===== src/design/flash_host_pkg.sv =====
package flash_host_pkg;

    // ****************************************************************
    // clock and timing
    // ****************************************************************
    localparam int CLK_NS     = 10;   // clock period in ns
    localparam int WP_NS      = 90;   // least write pulse width
    localparam int WPH_NS     = 100;  // least write pulse high width
    localparam int ACC_NS     = 150;  // slowest address/ce access time
    localparam int OEHP_NS    = 150;  // least oe high pulse when toggling
    localparam int BLC_US     = 150;  // longest byte load cycle time
    localparam int WC_MS      = 10;   // longest write cycle time
    localparam int SYNC_STAGES = 2;   // depth of the data-pin synchroniser

    // least times and the access time round up, longest cycle times round down
    localparam int WP_CYC   = (WP_NS + CLK_NS - 1) / CLK_NS;
    localparam int WPH_CYC  = (WPH_NS + CLK_NS - 1) / CLK_NS;
    localparam int ACC_CYC  = (ACC_NS + CLK_NS - 1) / CLK_NS + SYNC_STAGES;
    localparam int OEHP_CYC = (OEHP_NS + CLK_NS - 1) / CLK_NS;
    localparam int BLC_CYC  = (BLC_US * 1000) / CLK_NS;
    localparam int WC_CYC   = (WC_MS * 1000000) / CLK_NS;

    // ****************************************************************
    // geometry
    // ****************************************************************
    localparam int ADDR_W      = 17;  // byte address width
    localparam int CMD_ADDR_W  = 15;  // command address width
    localparam int SECTOR_LSB  = 7;   // lowest sector address bit
    localparam int DATA_W      = 8;
    localparam int TIMER_W     = 20;
    localparam int BIT_DONE    = 7;   // polarity-polled data bit
    localparam int BIT_TOGGLE  = 6;   // toggling status bit
    localparam logic [7:0] LAST_BYTE = 8'h7F;  // index of last sector byte
    localparam logic [1:0] LAST_STEP = 2'h2;   // last step of a prefix

    // ****************************************************************
    // operation codes on the user command port
    // ****************************************************************
    localparam logic [3:0] OP_READ      = 4'h0;  // plain read
    localparam logic [3:0] OP_PROGRAM   = 4'h1;  // load sector, poll
    localparam logic [3:0] OP_PROT_ON   = 4'h2;  // prefix, load, poll
    localparam logic [3:0] OP_PROT_OFF  = 4'h3;  // prefix, poll
    localparam logic [3:0] OP_ID_ENTRY  = 4'h4;  // prefix only
    localparam logic [3:0] OP_ID_EXIT   = 4'h5;  // prefix only
    localparam logic [3:0] OP_LOCK_LOW  = 4'h6;  // prefix, poll
    localparam logic [3:0] OP_LOCK_HIGH = 4'h7;  // prefix, poll
    localparam logic [3:0] OP_ID_READ   = 4'h8;  // read id byte

    // ****************************************************************
    // sequencer states and phases
    // ****************************************************************
    typedef enum logic [5:0] {
        ST_IDLE      = 6'b00_0001,
        ST_WR_LOW    = 6'b00_0010,
        ST_WR_HIGH   = 6'b00_0100,
        ST_RD_LOW    = 6'b00_1000,
        ST_RD_HIGH   = 6'b01_0000,
        ST_LOAD_WAIT = 6'b10_0000
    } state_type;

    typedef enum logic [3:0] {
        PH_PREFIX = 4'b0001,
        PH_LOAD   = 4'b0010,
        PH_POLL   = 4'b0100,
        PH_READ   = 4'b1000
    } phase_type;

endpackage


===== src/design/sector_flash_write_control.sv =====
`timescale 1ns/1ps

// What this block does
// - keep sector address fixed across all byte loads
// - start each byte load within byte load window
// - protection enable: prefix, full sector, then poll
// - keep one address for a polling sequence
module sector_flash_write_control
    import flash_host_pkg::*;
#(
    parameter int BLC_CYCLES = BLC_CYC,  // byte load window in cycles
    parameter int WC_CYCLES  = WC_CYC,   // write cycle timeout in cycles
    parameter logic [14:0] UNLOCK_ADDR_A = 15'h0001,
    parameter logic [7:0]  UNLOCK_DATA_A = 8'h01,
    parameter logic [14:0] UNLOCK_ADDR_B = 15'h0002,
    parameter logic [7:0]  UNLOCK_DATA_B = 8'h02,
    parameter logic [14:0] COMMAND_ADDR  = 15'h0001,
    parameter logic [7:0]  CODE_PROT_ON  = 8'h10,
    parameter logic [7:0]  CODE_PROT_OFF = 8'h11,
    parameter logic [7:0]  CODE_ID_ENTRY = 8'h12,
    parameter logic [7:0]  CODE_ID_EXIT  = 8'h13,
    parameter logic [7:0]  CODE_LOCK_LOW = 8'h14,
    parameter logic [7:0]  CODE_LOCK_HI  = 8'h15
) (
    input  wire logic              clk,
    input  wire logic              rst_b,
    // user command port
    input  wire logic              cmd_valid,
    output logic                   cmd_ready,
    input  wire logic [3:0]        cmd_op,
    input  wire logic [ADDR_W-1:0] cmd_addr,
    // user sector byte stream
    input  wire logic              wr_valid,
    output logic                   wr_ready,
    input  wire logic [DATA_W-1:0] wr_data,
    input  wire logic              wr_last,
    // results
    output logic                   done,
    output logic [DATA_W-1:0]      rd_data,
    output logic                   late_err,
    output logic                   timeout_err,
    // flash pins
    output logic                   ce_b,
    output logic                   oe_b,
    output logic                   we_b,
    output logic [ADDR_W-1:0]      flash_addr,
    input  wire logic [DATA_W-1:0] dq_in,
    output logic [DATA_W-1:0]      dq_out,
    output logic                   dq_oe_b
);
    // ****************************************************************
    // state record
    // ****************************************************************
    typedef struct packed {
        state_type            state;      // pin sequencer state
        phase_type            phase;      // what the sequence is doing
        logic [3:0]           op;         // operation being run
        logic [1:0]           step;       // prefix write index
        logic [7:0]           cnt;        // bytes loaded so far
        logic [TIMER_W-1:0]   timer;      // pulse width counter
        logic [TIMER_W-1:0]   wtimer;     // window / timeout counter
        logic [9:0]           sector;     // latched sector address
        logic [DATA_W-1:0]    last_data;  // last loaded byte
        logic                 have_prev;  // first poll read taken
        logic                 prev_t;     // previous toggle bit
        logic [DATA_W-1:0]    dq_s1;      // synchroniser first stage
        logic [DATA_W-1:0]    dq_s2;      // synchroniser second stage
        logic                 done;
        logic [DATA_W-1:0]    rd_data;
        logic                 late_err;
        logic                 timeout_err;
        logic                 ce_b;
        logic                 oe_b;
        logic                 we_b;
        logic [ADDR_W-1:0]    addr;
        logic [DATA_W-1:0]    dq_out;
        logic                 dq_oe_b;
    } regs_type;
    regs_type r;       // registered state
    regs_type next_r;  // next state
    localparam logic [TIMER_W-1:0] WP_T   = TIMER_W'(WP_CYC);
    localparam logic [TIMER_W-1:0] WPH_T  = TIMER_W'(WPH_CYC);
    localparam logic [TIMER_W-1:0] ACC_T  = TIMER_W'(ACC_CYC);
    localparam logic [TIMER_W-1:0] OEHP_T = TIMER_W'(OEHP_CYC);
    localparam logic [TIMER_W-1:0] BLC_T  = TIMER_W'(BLC_CYCLES);
    localparam logic [TIMER_W-1:0] WC_T   = TIMER_W'(WC_CYCLES);
    // ****************************************************************
    // helpers
    // ****************************************************************
    // command byte of the third prefix write
    function automatic logic [7:0] op_code(input logic [3:0] op);
        unique case (op)
            OP_PROT_ON:   op_code = CODE_PROT_ON;
            OP_PROT_OFF:  op_code = CODE_PROT_OFF;
            OP_ID_ENTRY:  op_code = CODE_ID_ENTRY;
            OP_ID_EXIT:   op_code = CODE_ID_EXIT;
            OP_LOCK_LOW:  op_code = CODE_LOCK_LOW;
            OP_LOCK_HIGH: op_code = CODE_LOCK_HI;
            default:      op_code = 8'h00;
        endcase
    endfunction
    // prefix address, upper two lines held low
    function automatic logic [ADDR_W-1:0] pre_addr(input logic [1:0] s);
        logic [CMD_ADDR_W-1:0] a;
        a = (s == 2'h0) ? UNLOCK_ADDR_A :
            (s == 2'h1) ? UNLOCK_ADDR_B : COMMAND_ADDR;
        pre_addr = {2'b00, a};
    endfunction
    // whether an op runs a prefix at all
    function automatic logic has_prefix(input logic [3:0] op);
        has_prefix = (op != OP_READ) && (op != OP_PROGRAM) &&
                     (op != OP_ID_READ);
    endfunction
    assign cmd_ready = (r.state == ST_IDLE);
    assign wr_ready  = (r.state == ST_LOAD_WAIT);
    // ****************************************************************
    // next state
    // ****************************************************************
    always_comb begin
        next_r       = r;
        next_r.done  = 1'b0;
        next_r.dq_s1 = dq_in;
        next_r.dq_s2 = r.dq_s1;
        next_r.timer = (r.timer != '0) ? r.timer - 1'b1 : r.timer;
        next_r.wtimer = r.wtimer + 1'b1;
        unique case (r.state)
            ST_IDLE: begin
                next_r.wtimer = '0;
                if (cmd_valid) begin
                    next_r.op        = cmd_op;
                    next_r.sector    = cmd_addr[ADDR_W-1:SECTOR_LSB];
                    next_r.step      = 2'h0;
                    next_r.cnt       = 8'h00;
                    next_r.have_prev = 1'b0;
                    next_r.late_err  = 1'b0;
                    next_r.timeout_err = 1'b0;
                    if (has_prefix(cmd_op)) begin
                        next_r.phase  = PH_PREFIX;  // first unlock write
                        next_r.state  = ST_WR_LOW;
                        next_r.timer  = WP_T;
                        next_r.addr   = pre_addr(2'h0);
                        next_r.dq_out = UNLOCK_DATA_A;
                    end else if (cmd_op == OP_PROGRAM) begin
                        next_r.phase = PH_LOAD;
                        next_r.state = ST_LOAD_WAIT;
                    end else begin
                        next_r.phase = PH_READ;  // plain or id read
                        next_r.state = ST_RD_LOW;
                        next_r.timer = ACC_T;
                        next_r.addr  = (cmd_op == OP_ID_READ) ?
                            {{(ADDR_W-1){1'b0}}, cmd_addr[0]} :
                            cmd_addr;
                    end
                end
            end
            ST_LOAD_WAIT: begin
                if (wr_valid) begin
                    // same sector for every byte of the load
                    next_r.addr = {r.sector, r.cnt[6:0]};
                    next_r.dq_out    = wr_data;
                    next_r.last_data = wr_data;
                    next_r.state     = ST_WR_LOW;
                    next_r.timer     = WP_T;
                    if ((wr_last && r.op != OP_PROT_ON) ||
                        r.cnt == LAST_BYTE) begin
                        // short load leaves the rest undefined
                        next_r.cnt = LAST_BYTE;
                    end
                end else if (r.wtimer >= BLC_T) begin
                    // window lost: device has started programming
                    next_r.late_err = 1'b1;
                    next_r.phase    = PH_POLL;
                    next_r.state    = ST_RD_LOW;
                    next_r.timer    = ACC_T;
                    next_r.wtimer   = '0;
                end
            end
            ST_WR_LOW: begin
                if (r.timer == '0) begin
                    next_r.state = ST_WR_HIGH;
                    next_r.timer = WPH_T;
                end
            end
            ST_WR_HIGH: begin
                if (r.timer == '0) begin
                    if (r.phase == PH_PREFIX && r.step != LAST_STEP) begin
                        next_r.step   = r.step + 1'b1;  // next prefix write
                        next_r.addr   = pre_addr(r.step + 1'b1);
                        next_r.dq_out = (r.step == 2'h0) ?
                            UNLOCK_DATA_B : op_code(r.op);
                        next_r.state  = ST_WR_LOW;
                        next_r.timer  = WP_T;
                    end else if (r.phase == PH_PREFIX &&
                                 r.op == OP_PROT_ON) begin
                        // full sector must follow the enable
                        next_r.phase  = PH_LOAD;
                        next_r.state  = ST_LOAD_WAIT;
                        next_r.wtimer = '0;
                    end else if (r.phase == PH_PREFIX &&
                                 (r.op == OP_ID_ENTRY ||
                                  r.op == OP_ID_EXIT)) begin
                        // mode change only, nothing to poll
                        next_r.state = ST_IDLE;
                        next_r.done  = 1'b1;
                    end else if (r.phase == PH_LOAD &&
                                 r.cnt != LAST_BYTE) begin
                        next_r.cnt    = r.cnt + 1'b1;  // window restarts
                        next_r.state  = ST_LOAD_WAIT;
                        next_r.wtimer = '0;
                    end else begin
                        next_r.phase  = PH_POLL;
                        next_r.state  = ST_RD_LOW;  // program running: poll
                        next_r.timer  = ACC_T;
                        next_r.wtimer = '0;
                    end
                end
            end
            ST_RD_LOW: begin
                if (r.timer == '0) begin
                    next_r.state   = ST_RD_HIGH;
                    next_r.timer   = OEHP_T;
                    next_r.rd_data = r.dq_s2;
                end
            end
            ST_RD_HIGH: begin
                if (r.timer == '0) begin
                    if (r.phase == PH_READ) begin
                        next_r.state = ST_IDLE;
                        next_r.done  = 1'b1;
                    end else if (r.have_prev &&
                        r.prev_t == r.rd_data[BIT_TOGGLE] &&
                        (r.op != OP_PROGRAM && r.op != OP_PROT_ON ||
                         r.rd_data[BIT_DONE] ==
                         r.last_data[BIT_DONE])) begin
                        // toggling stopped, and for program or protection enable true data back
                        next_r.state = ST_IDLE;
                        next_r.done  = 1'b1;
                    end else if (r.wtimer >= WC_T) begin
                        next_r.timeout_err = 1'b1;
                        next_r.state       = ST_IDLE;
                        next_r.done        = 1'b1;
                    end else begin
                        // another strobe on oe, same address
                        next_r.have_prev = 1'b1;
                        next_r.prev_t    = r.rd_data[BIT_TOGGLE];
                        next_r.state     = ST_RD_LOW;
                        next_r.timer     = ACC_T;
                    end
                end
            end
            default: begin
                next_r.state = ST_IDLE;
            end
        endcase
        // pins follow the next state, registered
        next_r.ce_b    = (next_r.state == ST_IDLE);
        next_r.we_b    = (next_r.state != ST_WR_LOW);
        next_r.oe_b    = (next_r.state != ST_RD_LOW);
        next_r.dq_oe_b = !(next_r.state == ST_WR_LOW ||
                           next_r.state == ST_WR_HIGH);
    end
    // ****************************************************************
    // state register
    // ****************************************************************
    always_ff @(posedge clk or negedge rst_b) begin
        if (!rst_b) begin
            r         <= '0;
            r.state   <= ST_IDLE;
            r.phase   <= PH_READ;
            r.ce_b    <= 1'b1;
            r.oe_b    <= 1'b1;
            r.we_b    <= 1'b1;
            r.dq_oe_b <= 1'b1;
        end else begin
            r <= next_r;
        end
    end
    assign done        = r.done;
    assign rd_data     = r.rd_data;
    assign late_err    = r.late_err;
    assign timeout_err = r.timeout_err;
    assign ce_b        = r.ce_b;
    assign oe_b        = r.oe_b;
    assign we_b        = r.we_b;
    assign flash_addr  = r.addr;
    assign dq_out      = r.dq_out;
    assign dq_oe_b     = r.dq_oe_b;
endmodule


===== config.mk =====
export PLATFORM = sky130hd
export DESIGN_NAME = sector_flash_write_control
export DESIGN_NICKNAME = d
export VERILOG_FILES = /design/src/design/flash_host_pkg.sv /design/src/design/sector_flash_write_control.sv
export SDC_FILE = /design/constraint.sdc
export NUM_CORES = 1
export LEC_CHECK = 0
export BUFFER_PORTS_ARGS = -buffer_cell sky130_fd_sc_hd__buf_4
export CORE_MARGIN = 2
export CORE_UTILIZATION = 40
export DETAILED_ROUTE_END_ITERATION = 7
export PLACE_DENSITY = 0.69
export SLEW_MARGIN = 30
export SYNTH_ARGS = -nofsm -noshare
export SYNTH_HDL_FRONTEND = slang
export SYNTH_SLANG_ARGS = --single-unit

===== constraint.sdc =====
create_clock -name clk -period 7.9 [get_ports clk]
set_input_delay 0 -clock clk [delete_from_list [all_inputs] [get_ports clk]]
set_output_delay 0 -clock clk [all_outputs]
set_load 0.01 [all_outputs]

==> run summary <==
Status: finished, final reports clean
Design Power: 2.72 mW
Critical path fanouts, max: 16
RR Endpoint: r[123]
Cell Rows: 47
#FFs+latches synth: 133
Postcts setup bufs: 0
Post-Synthesis Cells: 710
Mapped Area: 6710 sq um
Routed via count: 5456
Pwr dens: 329 nW/um^2
Global Route Usage Sum: 0.188
Routed vias/inst: 5.32
VDD IR max: 0.000155 V
Max-cap violations: 0
Post-Route Setup TNS: 0 ns
Routed WL: 16000 microns
Routed len/inst: 15.6 microns
Hold Buf Count CTS: 39
Mapped Avg Cell Area: 9.44 sq um
Final Hold Fails: 0
Die Y: 133 microns
Fmax achieved: 324 MHz
Synth area leaders: dfrtp_1 47%, nor2_1 5.0%, nand2_1 4.6%, buf_4 3.7%, a21oi_1 2.7%
Largest net degree at the start of global routing: 73
Clk_skew: 0.00971 ns
ANT cells: 0
Initial Util: 0.407
IO buf count: 83
Pre-antenna DRT Iters: 5
Hold endpoint: r[98]
Clk sinks: 133
Post-synth top area share: 0.474
Top_reg_cell synth: dfrtp_1
Worst hold path cell count: 4
EDFF count, synth: 0
Final Cycle Share: 0.391
Leakage power total: 3.75 nW
Die Wd: 133 microns
Number of antenna violations at the first check in global routing: 0
Critical Path RT: 8.26 ns
Count leader, synth: dfrtp_1
Worst-Margin Slew: 0.864 ns
Pins Over Slew Limit: 0
Die area: 17800 sq um
Yosys cell types: 62
First-pass GRT wire length: 26800 microns
HPWL Detailed: 10600 microns
Ys async rst share: 1.00
Synthesis-to-finish area growth: 23.2%
RSZ-0062 raised after global routing: false
Synth Net Count: 762
Endpoints failing setup: 0
Max Root-Sink Buffers: 2
Routability Congestion: 0.884
Synth top cells by count: 127 x dfrtp_1, 90 x nor2_1, 82 x nand2_1
Sequential area share after synthesis: 0.497
First DRT Iteration DRCs: 466
Startpoint Class: flip-flop
Min Tclk post-route: 3.09 ns
Post-CTS Resized: 0
Layout cells sized above 1: 0.185
CTS tree: done
CTS buffer count: 17
Biggest area consumer among synthesized cells: dfrtp_1
FF-to-FF path depth: 6
Final nets: 845
GRT Residual Overflow: 0
RR Startpoint: r[137]
I/O pin count: 84
Hold WC Path Type: in2reg
Std-Cell Core Area: 16500 sq um
Remaining antenna violation count after routing: 0
Clock root buffer: clkbuf_16
YS warnings: 0
Vias in the first global route: 5382
Clk Latency, worst-skew pair: 0.42 ns
Remaining routing DRC violations: 0
Max-slew headroom: 0.422
Hold Path Origin: cmd_valid
Clock slew at reported path FFs: 0.06 ns
CTS H-tree lvls: 4
Crit path kind: reg2reg
Reg2reg setup slack: 4.81 ns
Crit end category: flip-flop
Worst EP arrival: 3.45 ns
-- per-stage QoR --
stage	cell area [sq um]	setup slack [ns]	hold slack, ns	utilization	cells
detailed placement	7290	4.87	0.0607	0.443	955
finish	8260	4.81	0.104	0.502	1025
CTS	8260	4.84	0.0789	0.502	1025
global placement	7290	4.89	0.0593	0.443	955
floorplan	6710	5.15	-0.296	-	710
global route	8260	4.48	0.112	0.502	1025
-- flip-flops by register name, summed over array words and instances (netlist names) --
register     flops
ce_b             1
done             1
dq_oe_b          1
dq_out           8
flash_addr      17
late_err         1
next_r           8
oe_b             1
r               85
rd_data          8
timeout_err      1
we_b             1
-- cells in the final DEF, fill, tap and decap left out, drive strengths merged, types with 4 or more instances in the layout --
cell	instances
a21o	5
a21oi	36
a22oi	16
a31oi	14
and3	9
buf	89
clkbuf	20
clkinv	5
dfrtp	127
dfstp	6
dlygate4sd3	39
ha	10
inv	21
mux2	11
nand2	82
nand2b	6
nand3	10
nand4	10
nor2	90
nor2b	9
nor3	21
nor4	7
nor4b	4
o21ai	33
o22ai	7
or3	9
or4	14
or4b	4
xnor2	20
xor2	19
-- final cells by class --
cell class,instances,area [sq um]
Multi-Input combinational cell,493,2940
Inverter,20,75.1
Clock inverter,11,128
Sequential cell,133,3340
Fill cell,1507,8210
Clock buffer,20,447
Timing Repair Buffer,128,1060
Tap cell,220,275
-- cells by family after synthesis --
kind of cell               share of synthesized area
and+or+nand+nor                                0.208
AOI/OAI and AO/OA                              0.137
DFF                                            0.497
buffers and inverters                         0.0662
xor gates and xnor gates                      0.0509
muxes                                         0.0200
adders and majority gates                     0.0202
-- per-layer routing --
metal | GRT usage | vias up | share of wire
met1 | 0.252 | 2627 | 0.45
met3 | 0.0441 | 26 | 0.055
met4 | 0.0786 | 0 | 0.018
met5 | 0 | - | 0
li1 | - | 2623 | -
met2 | 0.293 | 180 | 0.47
-- worst max path at each step --
stage / from / to / slack [ns] / cells after the start
global placement: r[137] / r[123] / 4.89 / 6
CTS: r[137] / r[123] / 4.84 / 6
global route: r[96] / r[104] / 4.48 / 9
floorplan: r[136] / r[123] / 5.15 / 8
finish: r[137] / r[123] / 4.81 / 6
detailed placement: r[137] / r[123] / 4.87 / 6
-- power by group --
group	switching, mW	internal [mW]	total (mW)
clock network	0.300	0.471	0.771
registers	0.132	0.853	0.985
logic	0.565	0.398	0.964
total	0.997	1.72	2.72
-- critical path, stage by stage, from the launching register on --
cell     delay [ns]
dfrtp_1        0.49
or4_4          0.58
or2_0          0.34
a311o_1        0.39
or3_1          0.59
or4_1          0.56
nand2_1        0.08
Note: power is estimated with default switching activity, not from simulation.
